### src/rtl/irq_ctrl_pkg.sv
package irq_ctrl_pkg;

	// =====================================================================
	// Sizes of the source and vector sets.
	localparam int NUM_SRC = 22;
	localparam int NUM_VEC = 10;
	localparam int VEC_IDX_W = 4;
	localparam int ADDR_W = 20;

	// =====================================================================
	// Vector address layout: first vector and step between vectors.
	localparam logic [ADDR_W-1:0] VEC_BASE = 20'h00003;
	localparam logic [ADDR_W-1:0] VEC_STEP = 20'h00008;

	// =====================================================================
	// Source numbering, grouped by the vector each source feeds.
	localparam int SRC_EXT_A = 0;
	localparam int SRC_EXT_B = 1;
	localparam int SRC_EXT_C = 2;
	localparam int SRC_T0_LOW = 3;
	localparam int SRC_REMOTE = 4;
	localparam int SRC_EXT_D = 5;
	localparam int SRC_BASE_TMR = 6;
	localparam int SRC_T0_HIGH = 7;
	localparam int SRC_T1_LOW = 8;
	localparam int SRC_T1_HIGH = 9;
	localparam int SRC_SYNC_SER = 10;
	localparam int SRC_UART_RX = 11;
	localparam int SRC_ASYNC_SER = 12;
	localparam int SRC_UART_TX = 13;
	localparam int SRC_ADC_DONE = 14;
	localparam int SRC_SMALL_SIG = 15;
	localparam int SRC_TIMER_SIX = 16;
	localparam int SRC_TIMER_SEVEN = 17;
	localparam int SRC_PWM_A = 18;
	localparam int SRC_PWM_B = 19;
	localparam int SRC_PORT0 = 20;
	localparam int SRC_TIMER_FOUR = 21;
	// Timer five is not among the counted sources, so its number lies past the last one.
	localparam int SRC_TIMER_FIVE_UNUSED = 22;

	// Vector index of every source, source zero in the lowest nibble; the last vector serves port zero and timer four.
	localparam logic [NUM_SRC*VEC_IDX_W-1:0] SRC_VEC_MAP = {
		4'h9, 4'h9, 4'h8, 4'h8, 4'h8, 4'h8, 4'h8, 4'h8, 4'h7, 4'h7, 4'h6,
		4'h6, 4'h5, 4'h5, 4'h4, 4'h3, 4'h3, 4'h2, 4'h2, 4'h2, 4'h1, 4'h0
	};

	// =====================================================================
	// Priority level codes; a larger code ranks higher.
	typedef enum logic [1:0] {
		LVL_NONE = 2'b00,
		LVL_LOW = 2'b01,
		LVL_HIGH = 2'b10,
		LVL_TOP = 2'b11
	} level_e;

	// Number of vectors that may take the top level instead of high.
	localparam int NUM_TOP_VEC = 2;
	localparam logic [NUM_VEC-1:0] VEC_SEL_RESET = 10'h000;

	// Request handed to the core.
	typedef struct packed {
		logic valid;
		logic [VEC_IDX_W-1:0] idx;
		logic [ADDR_W-1:0] addr;
		logic [1:0] level;
	} irq_req_s;

endpackage

### src/rtl/irq_arbiter.sv
`timescale 1ns/100ps
module irq_arbiter #(
	parameter int NUM_VEC = 10,
	parameter int IDX_W = 4
) (
	// Per-vector pending level.
	input wire logic [NUM_VEC*2-1:0] vec_level,
	// Level of the interrupt in service.
	input wire logic [1:0] service_level,
	// Winner.
	output logic win_valid,
	output logic [IDX_W-1:0] win_idx,
	output logic [1:0] win_level
);

	// =====================================================================
	// Elaboration checks: the index must be able to name every vector.
	if (IDX_W < 1 || (1 << IDX_W) < NUM_VEC) begin : g_chk
		$error("Index width too small for the vector count.");
	end

	// =====================================================================
	// Scan from the highest vector downward so the smallest index at the best level wins last.
	always_comb begin
		win_valid = 1'b0;
		win_idx = '0;
		win_level = 2'b00;
		for (int i = NUM_VEC - 1; i >= 0; i--) begin
			if (vec_level[i*2 +: 2] != 2'b00 && vec_level[i*2 +: 2] >= win_level) begin
				win_level = vec_level[i*2 +: 2];
				win_idx = IDX_W'(i);
			end
		end
		win_valid = (win_level > service_level);
	end

endmodule

### src/rtl/multilevel_vectored_irq_ctrl.sv
`timescale 1ns/100ps
// Overview of operation
// Three levels exist, top above high above low.
// During service only strictly higher levels are offered to the core.
// Among simultaneous vectors the highest level wins.
// Equal levels resolve to the smallest vector address.
// Twenty-two sources map onto ten vectors.
// Vectors at 00003H to 0004BH step eight; first two top or low, others high or low.
// Vector 00043H collects converter, detector, timers six and seven, both pulse channels.
// A per-vector list of latched source flags is readable.
// Source flags stay set until cleared; flag with enable keeps its vector pending.
module multilevel_vectored_irq_ctrl #(
	parameter int NUM_SRC = irq_ctrl_pkg::NUM_SRC,
	parameter int NUM_VEC = irq_ctrl_pkg::NUM_VEC
) (
	// Clock and reset.
	input wire logic clk_sys,
	input wire logic rst,
	// Source events, one-cycle pulses or levels.
	input wire logic [NUM_SRC-1:0] src_event,
	// Source enables and software clear strobes.
	input wire logic [NUM_SRC-1:0] src_enable,
	input wire logic [NUM_SRC-1:0] src_clear,
	// Level select per vector: 1 picks top or high, 0 picks low.
	input wire logic [NUM_VEC-1:0] vec_level_sel,
	// Core handshake.
	input wire logic core_ack,
	input wire logic core_return,
	output irq_ctrl_pkg::irq_req_s core_req,
	// Source flag list lookup.
	input wire logic [irq_ctrl_pkg::VEC_IDX_W-1:0] list_vec,
	output logic [NUM_SRC-1:0] vector_source_flag_list,
	// Status.
	output logic [NUM_SRC-1:0] src_flags,
	output logic [1:0] service_level
);

	localparam int IW = irq_ctrl_pkg::VEC_IDX_W;

	// =====================================================================
	// Elaboration checks.
	if (NUM_SRC != irq_ctrl_pkg::NUM_SRC || NUM_VEC != irq_ctrl_pkg::NUM_VEC) begin : g_chk
		$error("Source and vector counts are fixed by the vector map.");
	end

	// =====================================================================
	// Helpers.
	function automatic logic [IW-1:0] vec_of(input int s);
		return irq_ctrl_pkg::SRC_VEC_MAP[s*IW +: IW];
	endfunction

	function automatic logic [irq_ctrl_pkg::ADDR_W-1:0] vec_addr(input logic [IW-1:0] v);
		return irq_ctrl_pkg::VEC_BASE + irq_ctrl_pkg::ADDR_W'(v) * irq_ctrl_pkg::VEC_STEP;
	endfunction

	// =====================================================================
	// Sticky source flags; a new event beats a clear in the same cycle.
	logic [NUM_SRC-1:0] flag_reg;
	always_ff @(posedge clk_sys) begin
		if (rst) begin
			flag_reg <= '0;
		end else begin
			flag_reg <= (flag_reg & ~src_clear) | src_event;
		end
	end
	assign src_flags = flag_reg;

	// =====================================================================
	// Gather enabled flags per vector and give each its programmed level.
	logic [NUM_VEC-1:0] vec_pend;
	logic [NUM_VEC*2-1:0] vec_level;
	always_comb begin
		vec_pend = '0;
		for (int s = 0; s < NUM_SRC; s++) begin
			if (flag_reg[s] && src_enable[s]) begin
				vec_pend[vec_of(s)] = 1'b1;
			end
		end
		for (int v = 0; v < NUM_VEC; v++) begin
			if (!vec_pend[v]) begin
				vec_level[v*2 +: 2] = irq_ctrl_pkg::LVL_NONE;
			end else if (!vec_level_sel[v]) begin
				vec_level[v*2 +: 2] = irq_ctrl_pkg::LVL_LOW;
			end else if (v < irq_ctrl_pkg::NUM_TOP_VEC) begin
				vec_level[v*2 +: 2] = irq_ctrl_pkg::LVL_TOP;
			end else begin
				vec_level[v*2 +: 2] = irq_ctrl_pkg::LVL_HIGH;
			end
		end
	end

	// =====================================================================
	// Arbitration against the current service level.
	logic win_valid;
	logic [IW-1:0] win_idx;
	logic [1:0] win_level;
	irq_arbiter #(.NUM_VEC(NUM_VEC), .IDX_W(IW)) u_arb (
		.vec_level(vec_level),
		.service_level(service_level),
		.win_valid(win_valid),
		.win_idx(win_idx),
		.win_level(win_level)
	);

	// =====================================================================
	// Registered request to the core, refreshed every cycle.
	always_ff @(posedge clk_sys) begin
		if (rst) begin
			core_req <= '0;
		end else begin
			core_req.valid <= win_valid && !core_ack;
			core_req.idx <= win_idx;
			core_req.addr <= vec_addr(win_idx);
			core_req.level <= win_level;
		end
	end

	// =====================================================================
	// Stack of service levels; three levels nest at most three deep.
	// Bit k set means level k+1 is in service; the top set bit is the current level.
	logic [2:0] active_reg;
	always_ff @(posedge clk_sys) begin
		if (rst) begin
			active_reg <= 3'h0;
		end else if (core_ack && core_req.valid) begin
			active_reg[core_req.level - 2'd1] <= 1'b1;
		end else if (core_return) begin
			if (active_reg[2]) begin
				active_reg[2] <= 1'b0;
			end else if (active_reg[1]) begin
				active_reg[1] <= 1'b0;
			end else begin
				active_reg[0] <= 1'b0;
			end
		end
	end

	always_comb begin
		if (active_reg[2]) begin
			service_level = irq_ctrl_pkg::LVL_TOP;
		end else if (active_reg[1]) begin
			service_level = irq_ctrl_pkg::LVL_HIGH;
		end else if (active_reg[0]) begin
			service_level = irq_ctrl_pkg::LVL_LOW;
		end else begin
			service_level = irq_ctrl_pkg::LVL_NONE;
		end
	end

	// =====================================================================
	// Flag list for a chosen vector, registered.
	always_ff @(posedge clk_sys) begin
		if (rst) begin
			vector_source_flag_list <= '0;
		end else begin
			for (int s = 0; s < NUM_SRC; s++) begin
				vector_source_flag_list[s] <= flag_reg[s] && (vec_of(s) == list_vec);
			end
		end
	end
endmodule

### config.mk
export PLATFORM = sky130hd
export DESIGN_NAME = multilevel_vectored_irq_ctrl
export DESIGN_NICKNAME = d
export VERILOG_FILES = /design/src/rtl/irq_ctrl_pkg.sv /design/src/rtl/irq_arbiter.sv /design/src/rtl/multilevel_vectored_irq_ctrl.sv
export SDC_FILE = /design/constraint.sdc
export NUM_CORES = 1
export LEC_CHECK = 0
export BUFFER_PORTS_ARGS = -buffer_cell sky130_fd_sc_hd__buf_2
export CAP_MARGIN = 15
export CORE_MARGIN = 1.5
export CORE_UTILIZATION = 49
export DETAILED_ROUTE_END_ITERATION = 10
export PLACE_DENSITY = 0.87
export SLEW_MARGIN = 10
export SYNTH_ARGS = -nofsm -noshare
export SYNTH_HDL_FRONTEND = slang
export SYNTH_HIERARCHICAL = 1
export SYNTH_SLANG_ARGS = --single-unit
### constraint.sdc
create_clock -name clk_sys -period 17 [get_ports clk_sys]
set_clock_uncertainty 0.2 [all_clocks]
set_input_delay 0.85 -clock clk_sys [delete_from_list [all_inputs] [get_ports clk_sys]]
set_output_delay 0.85 -clock clk_sys [all_outputs]
set_load 0.1 [all_outputs]
==> results.cfg, run 1 <==
[timing]
setup_viol = 0
slew_headroom_pct = 36.7
finalHoldViolations = 0
slew_violations = 0
layout_min_cycle_time_ns = 12.28
finalSetupTns_ns = 0
period_share_pct = 72.2
setup_slack_ns = 4.72
worstMarginPinSlew_ns = 0.941
rsz0062_at_grt = false
max_freq_ghz = 0.0815
timing.hold.ws_ns = 0.294

[place]
gp_congestion = 0.924
port_buffers = 142
dp_hpwl_mm = 6.11
dp_cells = 566
post-place-ws_ns = 4.68

[floorplanning]
core_area_um2 = 5850
dieArea_um2 = 6500
rows = 28
die_h_um = 80.6
start_util_pct = 50.4
die_x_um = 80.6
io_pins = 157

[route]
postRouteAntennaNets = 0
wl_mm = 7.50
drt_drc_violations_left = 0
wl_per_cell_um = 13.1
dr_total_vias = 2956
vias_per_cell = 5.16
drt_iter0_markers = 165
first_pass_iters = 6

[cells_and_area]
diodes = 0
area_growth_pct = 26.0
layout_commonest_cell = buf_2
layoutNonFillerInstCount = 573
drive_above_1_share_pct = 33.9
final_cell_mix = buf_2 (142), dfxtp_1 (55), nor2_1 (41), inv_1 (41), a21oi_1 (36)
fin_util_pct = 63.5
final_nets = 595

[setup_path]
startpoint_type = input pin
cp.arrival_ns = 12.24
path_delay_family = compound AO/OA/AOI/OAI gates
crit_slowest_cell = a31oi_1
criticalPathCategory = in2reg
path_max_fanout = 7
path_buf_inv = 4
cp-end-kind = flip-flop
cpPeakStageDelay_ns = 0.54
cp_data_required_time_ns = 16.96

[logic_synthesis]
syn_inst = 361
async_reset_ff_share_pct = 0
yosys_warnings = 6
ys_seq_area_share_pct = 37.3
synth_ff_type = dfxtp_1
synth_area_um2 = 2950
avgSynthCellArea_um2 = 8.17
ys_types = 54
synth_enable_flop_cells = 0
synth_seq_cells = 55

[clock_network]
clkTransAtPathRegs_ns = 0.10
numCtsBuffers = 5
h-tree-depth = 2
cts_setup_buffers = 0
root_buffer = clkbuf_8
cts.sinks = 55
cts_hold_buf = 0
clk_path_buf_depth = 2
ctsResizeCount = 0
cts_tree = yes
clk_latency_ns = 0.30

[global_route]
grt.total_usage_pct = 23.7
antenna_found_initial = 0
grt_max_degree = 40
grt_pass1_vias = 2769
grt_pass1_wl_mm = 11.9
gr-total-overflow = 0

[pwr]
vdd_ir_drop_max_mv = 0.0664
power.leakage_nw = 1.96
p_per_area_nw_per_um2 = 101

[run]
cap_violations = 0

[outcome]
status = complete, no violations

[min_path]
hold_class = reg2reg
-- where the power goes --
group | internal, W | switching (W) | leakage, nW
clock network | 0.0000289 | 0.0000436 | 0.0406
logic | 0.0000417 | 0.000121 | 1.47
registers | 0.000136 | 0.00000569 | 0.452
total | 0.000206 | 0.000171 | 1.96
-- cells in the mapped netlist, drive strengths merged (3+ instances only) --
cell	number	share of area [%]
dfxtp	55	37
inv	42	5.3
nor2	42	5.6
a21oi	37	6.7
buf	20	5.2
and2	17	3.9
nor2b	15	3.2
ha	13	5.5
nand2b	13	2.8
nand2	12	1.6
o21ai	12	2.2
a22oi	9	2.3
and3	9	1.9
nand3	6	1.0
a31oi	5	1.1
clkbuf	5	0.64
nor4	5	1.1
a21o	4	1.1
nor3	3	0.51
o31ai	3	0.76
-- metal layers --
layer | up-vias | share of wire, % | track usage [%]
li1 | 1479 | - | -
met4 | 0 | 2.9 | 10.2
met3 | 12 | 6.8 | 4.20
met1 | 1326 | 38 | 25.1
met2 | 139 | 52 | 45.2
met5 | - | 0 | 0
-- worst reg2reg max path, delay by kind of cell (launching register included) --
family | cells | cell delay, ns
buf+inv | 3 | 0.21
fa+ha+maj | 10 | 2.57
simple gates | 20 | 2.46
flops | 1 | 0.38
compound gates | 30 | 6.06
-- final timing paths --
kind | startpoint | end | slack [ns] | cells past startpoint
max | src_enable[17] | core_req[26] | 4.72 | 64
min | active_reg[0] | active_reg[0] | 0.29 | 2
max reg2reg | src_flags[17] | core_req[26] | 4.93 | 63
min reg2reg | active_reg[0] | active_reg[0] | 0.29 | 2
-- cell type report --
cell class	count	area (um^2)
Timing Repair Buffer	142	711
Clock inverter	2	16.3
Clock buffer	5	68.8
Tap cell	75	93.8
Inverter	42	158
Multi-Input combinational cell	252	1570
Sequential cell	55	1100
Fill cell	520	2130
-- cells by family after synthesis --
kind of cell,synth area share (%)
buffers and inverters,11.2
AO/OA/AOI/OAI,19.8
AND/OR/NAND/NOR,26.1
adder cells (fa/ha/maj),5.51
other,0.127
flip-flops,37.3
-- through the flow --
stage	area, um^2	power (W)
after floorplan	3000	0.000280
after global placement	3630	0.000302
after detailed placement	3630	0.000307
after CTS	3720	0.000379
after global routing	3720	0.000396
final	3720	0.000377
No activity file was read; power rests on OpenSTA's default activity.
==> run 2: changes to the inputs <==
Settings changed: CORE_UTILIZATION 49 to 41, PLACE_DENSITY 0.87 to 0.78.
Clock period 17 ns to 10 ns, I/O delays scaled along.
==> run 2 against run 1 <==
The flow now finishes with violations (negative setup slack). Register-to-register slack worse by 5.6 ns. Count of clock-buffer cells in the layout unchanged. Setup slack got worse by 5.4 ns. Global-route usage is essentially flat. Utilization up 6.2 points. Sequential share of layout area shrank 6.0 points. Flip-flop and latch count stayed put. Largest cell class unchanged. Die area is 19% higher. Non-clock buffer count increased by 91. Largest power group unchanged.
==> results.cfg, run 2 (same netlist as run 1, synthesis figures left out) <==
[outcome]
status = complete, but fails checks
violations = negative setup slack

[setup_path]
crit_slowest_cell = a222oi_1
cp-end-kind = flip-flop
crit_path_frequent_cell = buf_4
path_max_fanout = 4
cpPeakStageDelay_ns = 0.39
cp_data_required_time_ns = 9.99
startpoint_type = flip-flop
criticalPathCategory = reg2reg
rr_worst_depth = 64
cp.arrival_ns = 10.66

[place]
post-place-ws_ns = -0.796
place_area_um2 = 4150
gp_congestion = 0.846
dp_hpwl_mm = 6.84
port_buffers = 142

[clock_network]
root_buffer = clkbuf_8
h-tree-depth = 2
clkTransAtPathRegs_ns = 0.11
clk_path_buf_depth = 2
cts_tree = yes
cts.sinks = 55
numCtsBuffers = 5
clk_latency_ns = 0.32

[pwr]
p_sw_share_pct = 43.4
p_per_area_nw_per_um2 = 164
p_comb_share_pct = 52.6
power.switching_w = 0.000342
p_seq_share_pct = 30.4
power.internal_w = 0.000446
pwr-share-clk_pct = 17.0
vdd_ir_drop_max_mv = 0.105
power.leakage_nw = 2.52

[timing]
slew_headroom_pct = 32.2
setup_slack_ns = -0.670
setup_viol = 7
timing.hold.ws_ns = 0.178
rsz0062_at_grt = true
layout_min_cycle_time_ns = 10.67
max_freq_ghz = 0.0937
finalHoldViolations = 0
finalSetupTns_ns = -3.00
slew_violations = 0
worstMarginPinSlew_ns = 1.01
period_share_pct = 107

[floorplanning]
io_pins = 157
start_util_pct = 43.0
die_h_um = 87.8
rows = 30
core_area_um2 = 6870
dieArea_um2 = 7710
die_x_um = 87.8

[global_route]
grt.total_usage_pct = 23.7
grt_pass1_vias = 3217
antenna_found_initial = 0
grt_max_degree = 40
grt_pass1_wl_mm = 14.2
gr-total-overflow = 0

[cells_and_area]
diodes = 0
postLayoutCellArea_um2 = 4790
fill_cells = 555
layout_commonest_cell = buf_2
final_nets = 686
drive_above_1_share_pct = 53.9
final_cell_mix = buf_2 (142), buf_4 (88), dfxtp_1 (47)
area_growth_pct = 62.4
fin_util_pct = 69.7

[run]
cap_violations = 0

[route]
dr_total_vias = 3423
wl_mm = 9.49
vias_per_cell = 4.99
first_pass_iters = 4
postRouteAntennaNets = 0
drt_drc_violations_left = 0
wl_per_cell_um = 13.8
drt_iter0_markers = 205

[min_path]
hold_class = in2reg
hold_depth = 3
run 2: repair_timing:
item	CTS	global route
buffers inserted	44	11
resized for setup	11	15
endpoints found under the setup margin	6	7
pin swaps	11	28
hold buffers	0	0
gates cloned	0	0
run 2: worst max-delay path: cells and delay by family (launching register included):
family / cells / cell delay (ns)
flops: 1 / 0.36
buf+inv: 12 / 1.25
compound gates: 26 / 4.51
fa+ha+maj: 9 / 2.29
simple gates: 17 / 1.96
run 2: worst paths after layout:
| check | startpoint | to | slack (ns) |
|---|---|---|---|
| max | src_flags[17] | core_req[26] | -0.67 |
| min reg2reg | active_reg[0] | active_reg[0] | 0.30 |
| min | src_event[4] | src_flags[4] | 0.18 |
| max reg2reg | src_flags[17] | core_req[26] | -0.67 |
run 2: per-layer routing:
metal	routed length [um]	vias up	part of all wire (%)	track usage, %
met2	4890	155	52	44.3
met4	396	0	4.2	13.6
met3	539	28	5.7	4.81
met5	0	-	0	0
met1	3660	1574	39	24.4
li1	-	1666	-	-
run 2: power by group through the flow:
stage	sequential (W)	combinational, W	clock, W
2_1_floorplan	0.000326	0.000180	0
3_3_place_gp	0.000244	0.000324	0
3_5_place_dp	0.000244	0.000333	0
4_1_cts	0.000239	0.000386	0.000139
5_1_grt	0.000241	0.000435	0.000148
6_report	0.000239	0.000415	0.000134
run 2: final cells by class:
type	instances	area [um^2]	share of cell area [%]
Timing Repair Buffer	233	1410	29.3
Clock buffer	5	68.8	1.44
Sequential cell	55	1130	23.6
Tap cell	96	120	2.51
Clock inverter	3	33.8	0.705
Multi-Input combinational cell	252	1870	39.1
Inverter	42	158	3.29
run 2: per-stage QoR:
stage | instances | total power, W
5_1_grt | 686 | 0.000824
3_3_place_gp | 624 | 0.000568
2_1_floorplan | 374 | 0.000506
3_5_place_dp | 624 | 0.000577
4_1_cts | 675 | 0.000765
6_report | 686 | 0.000788
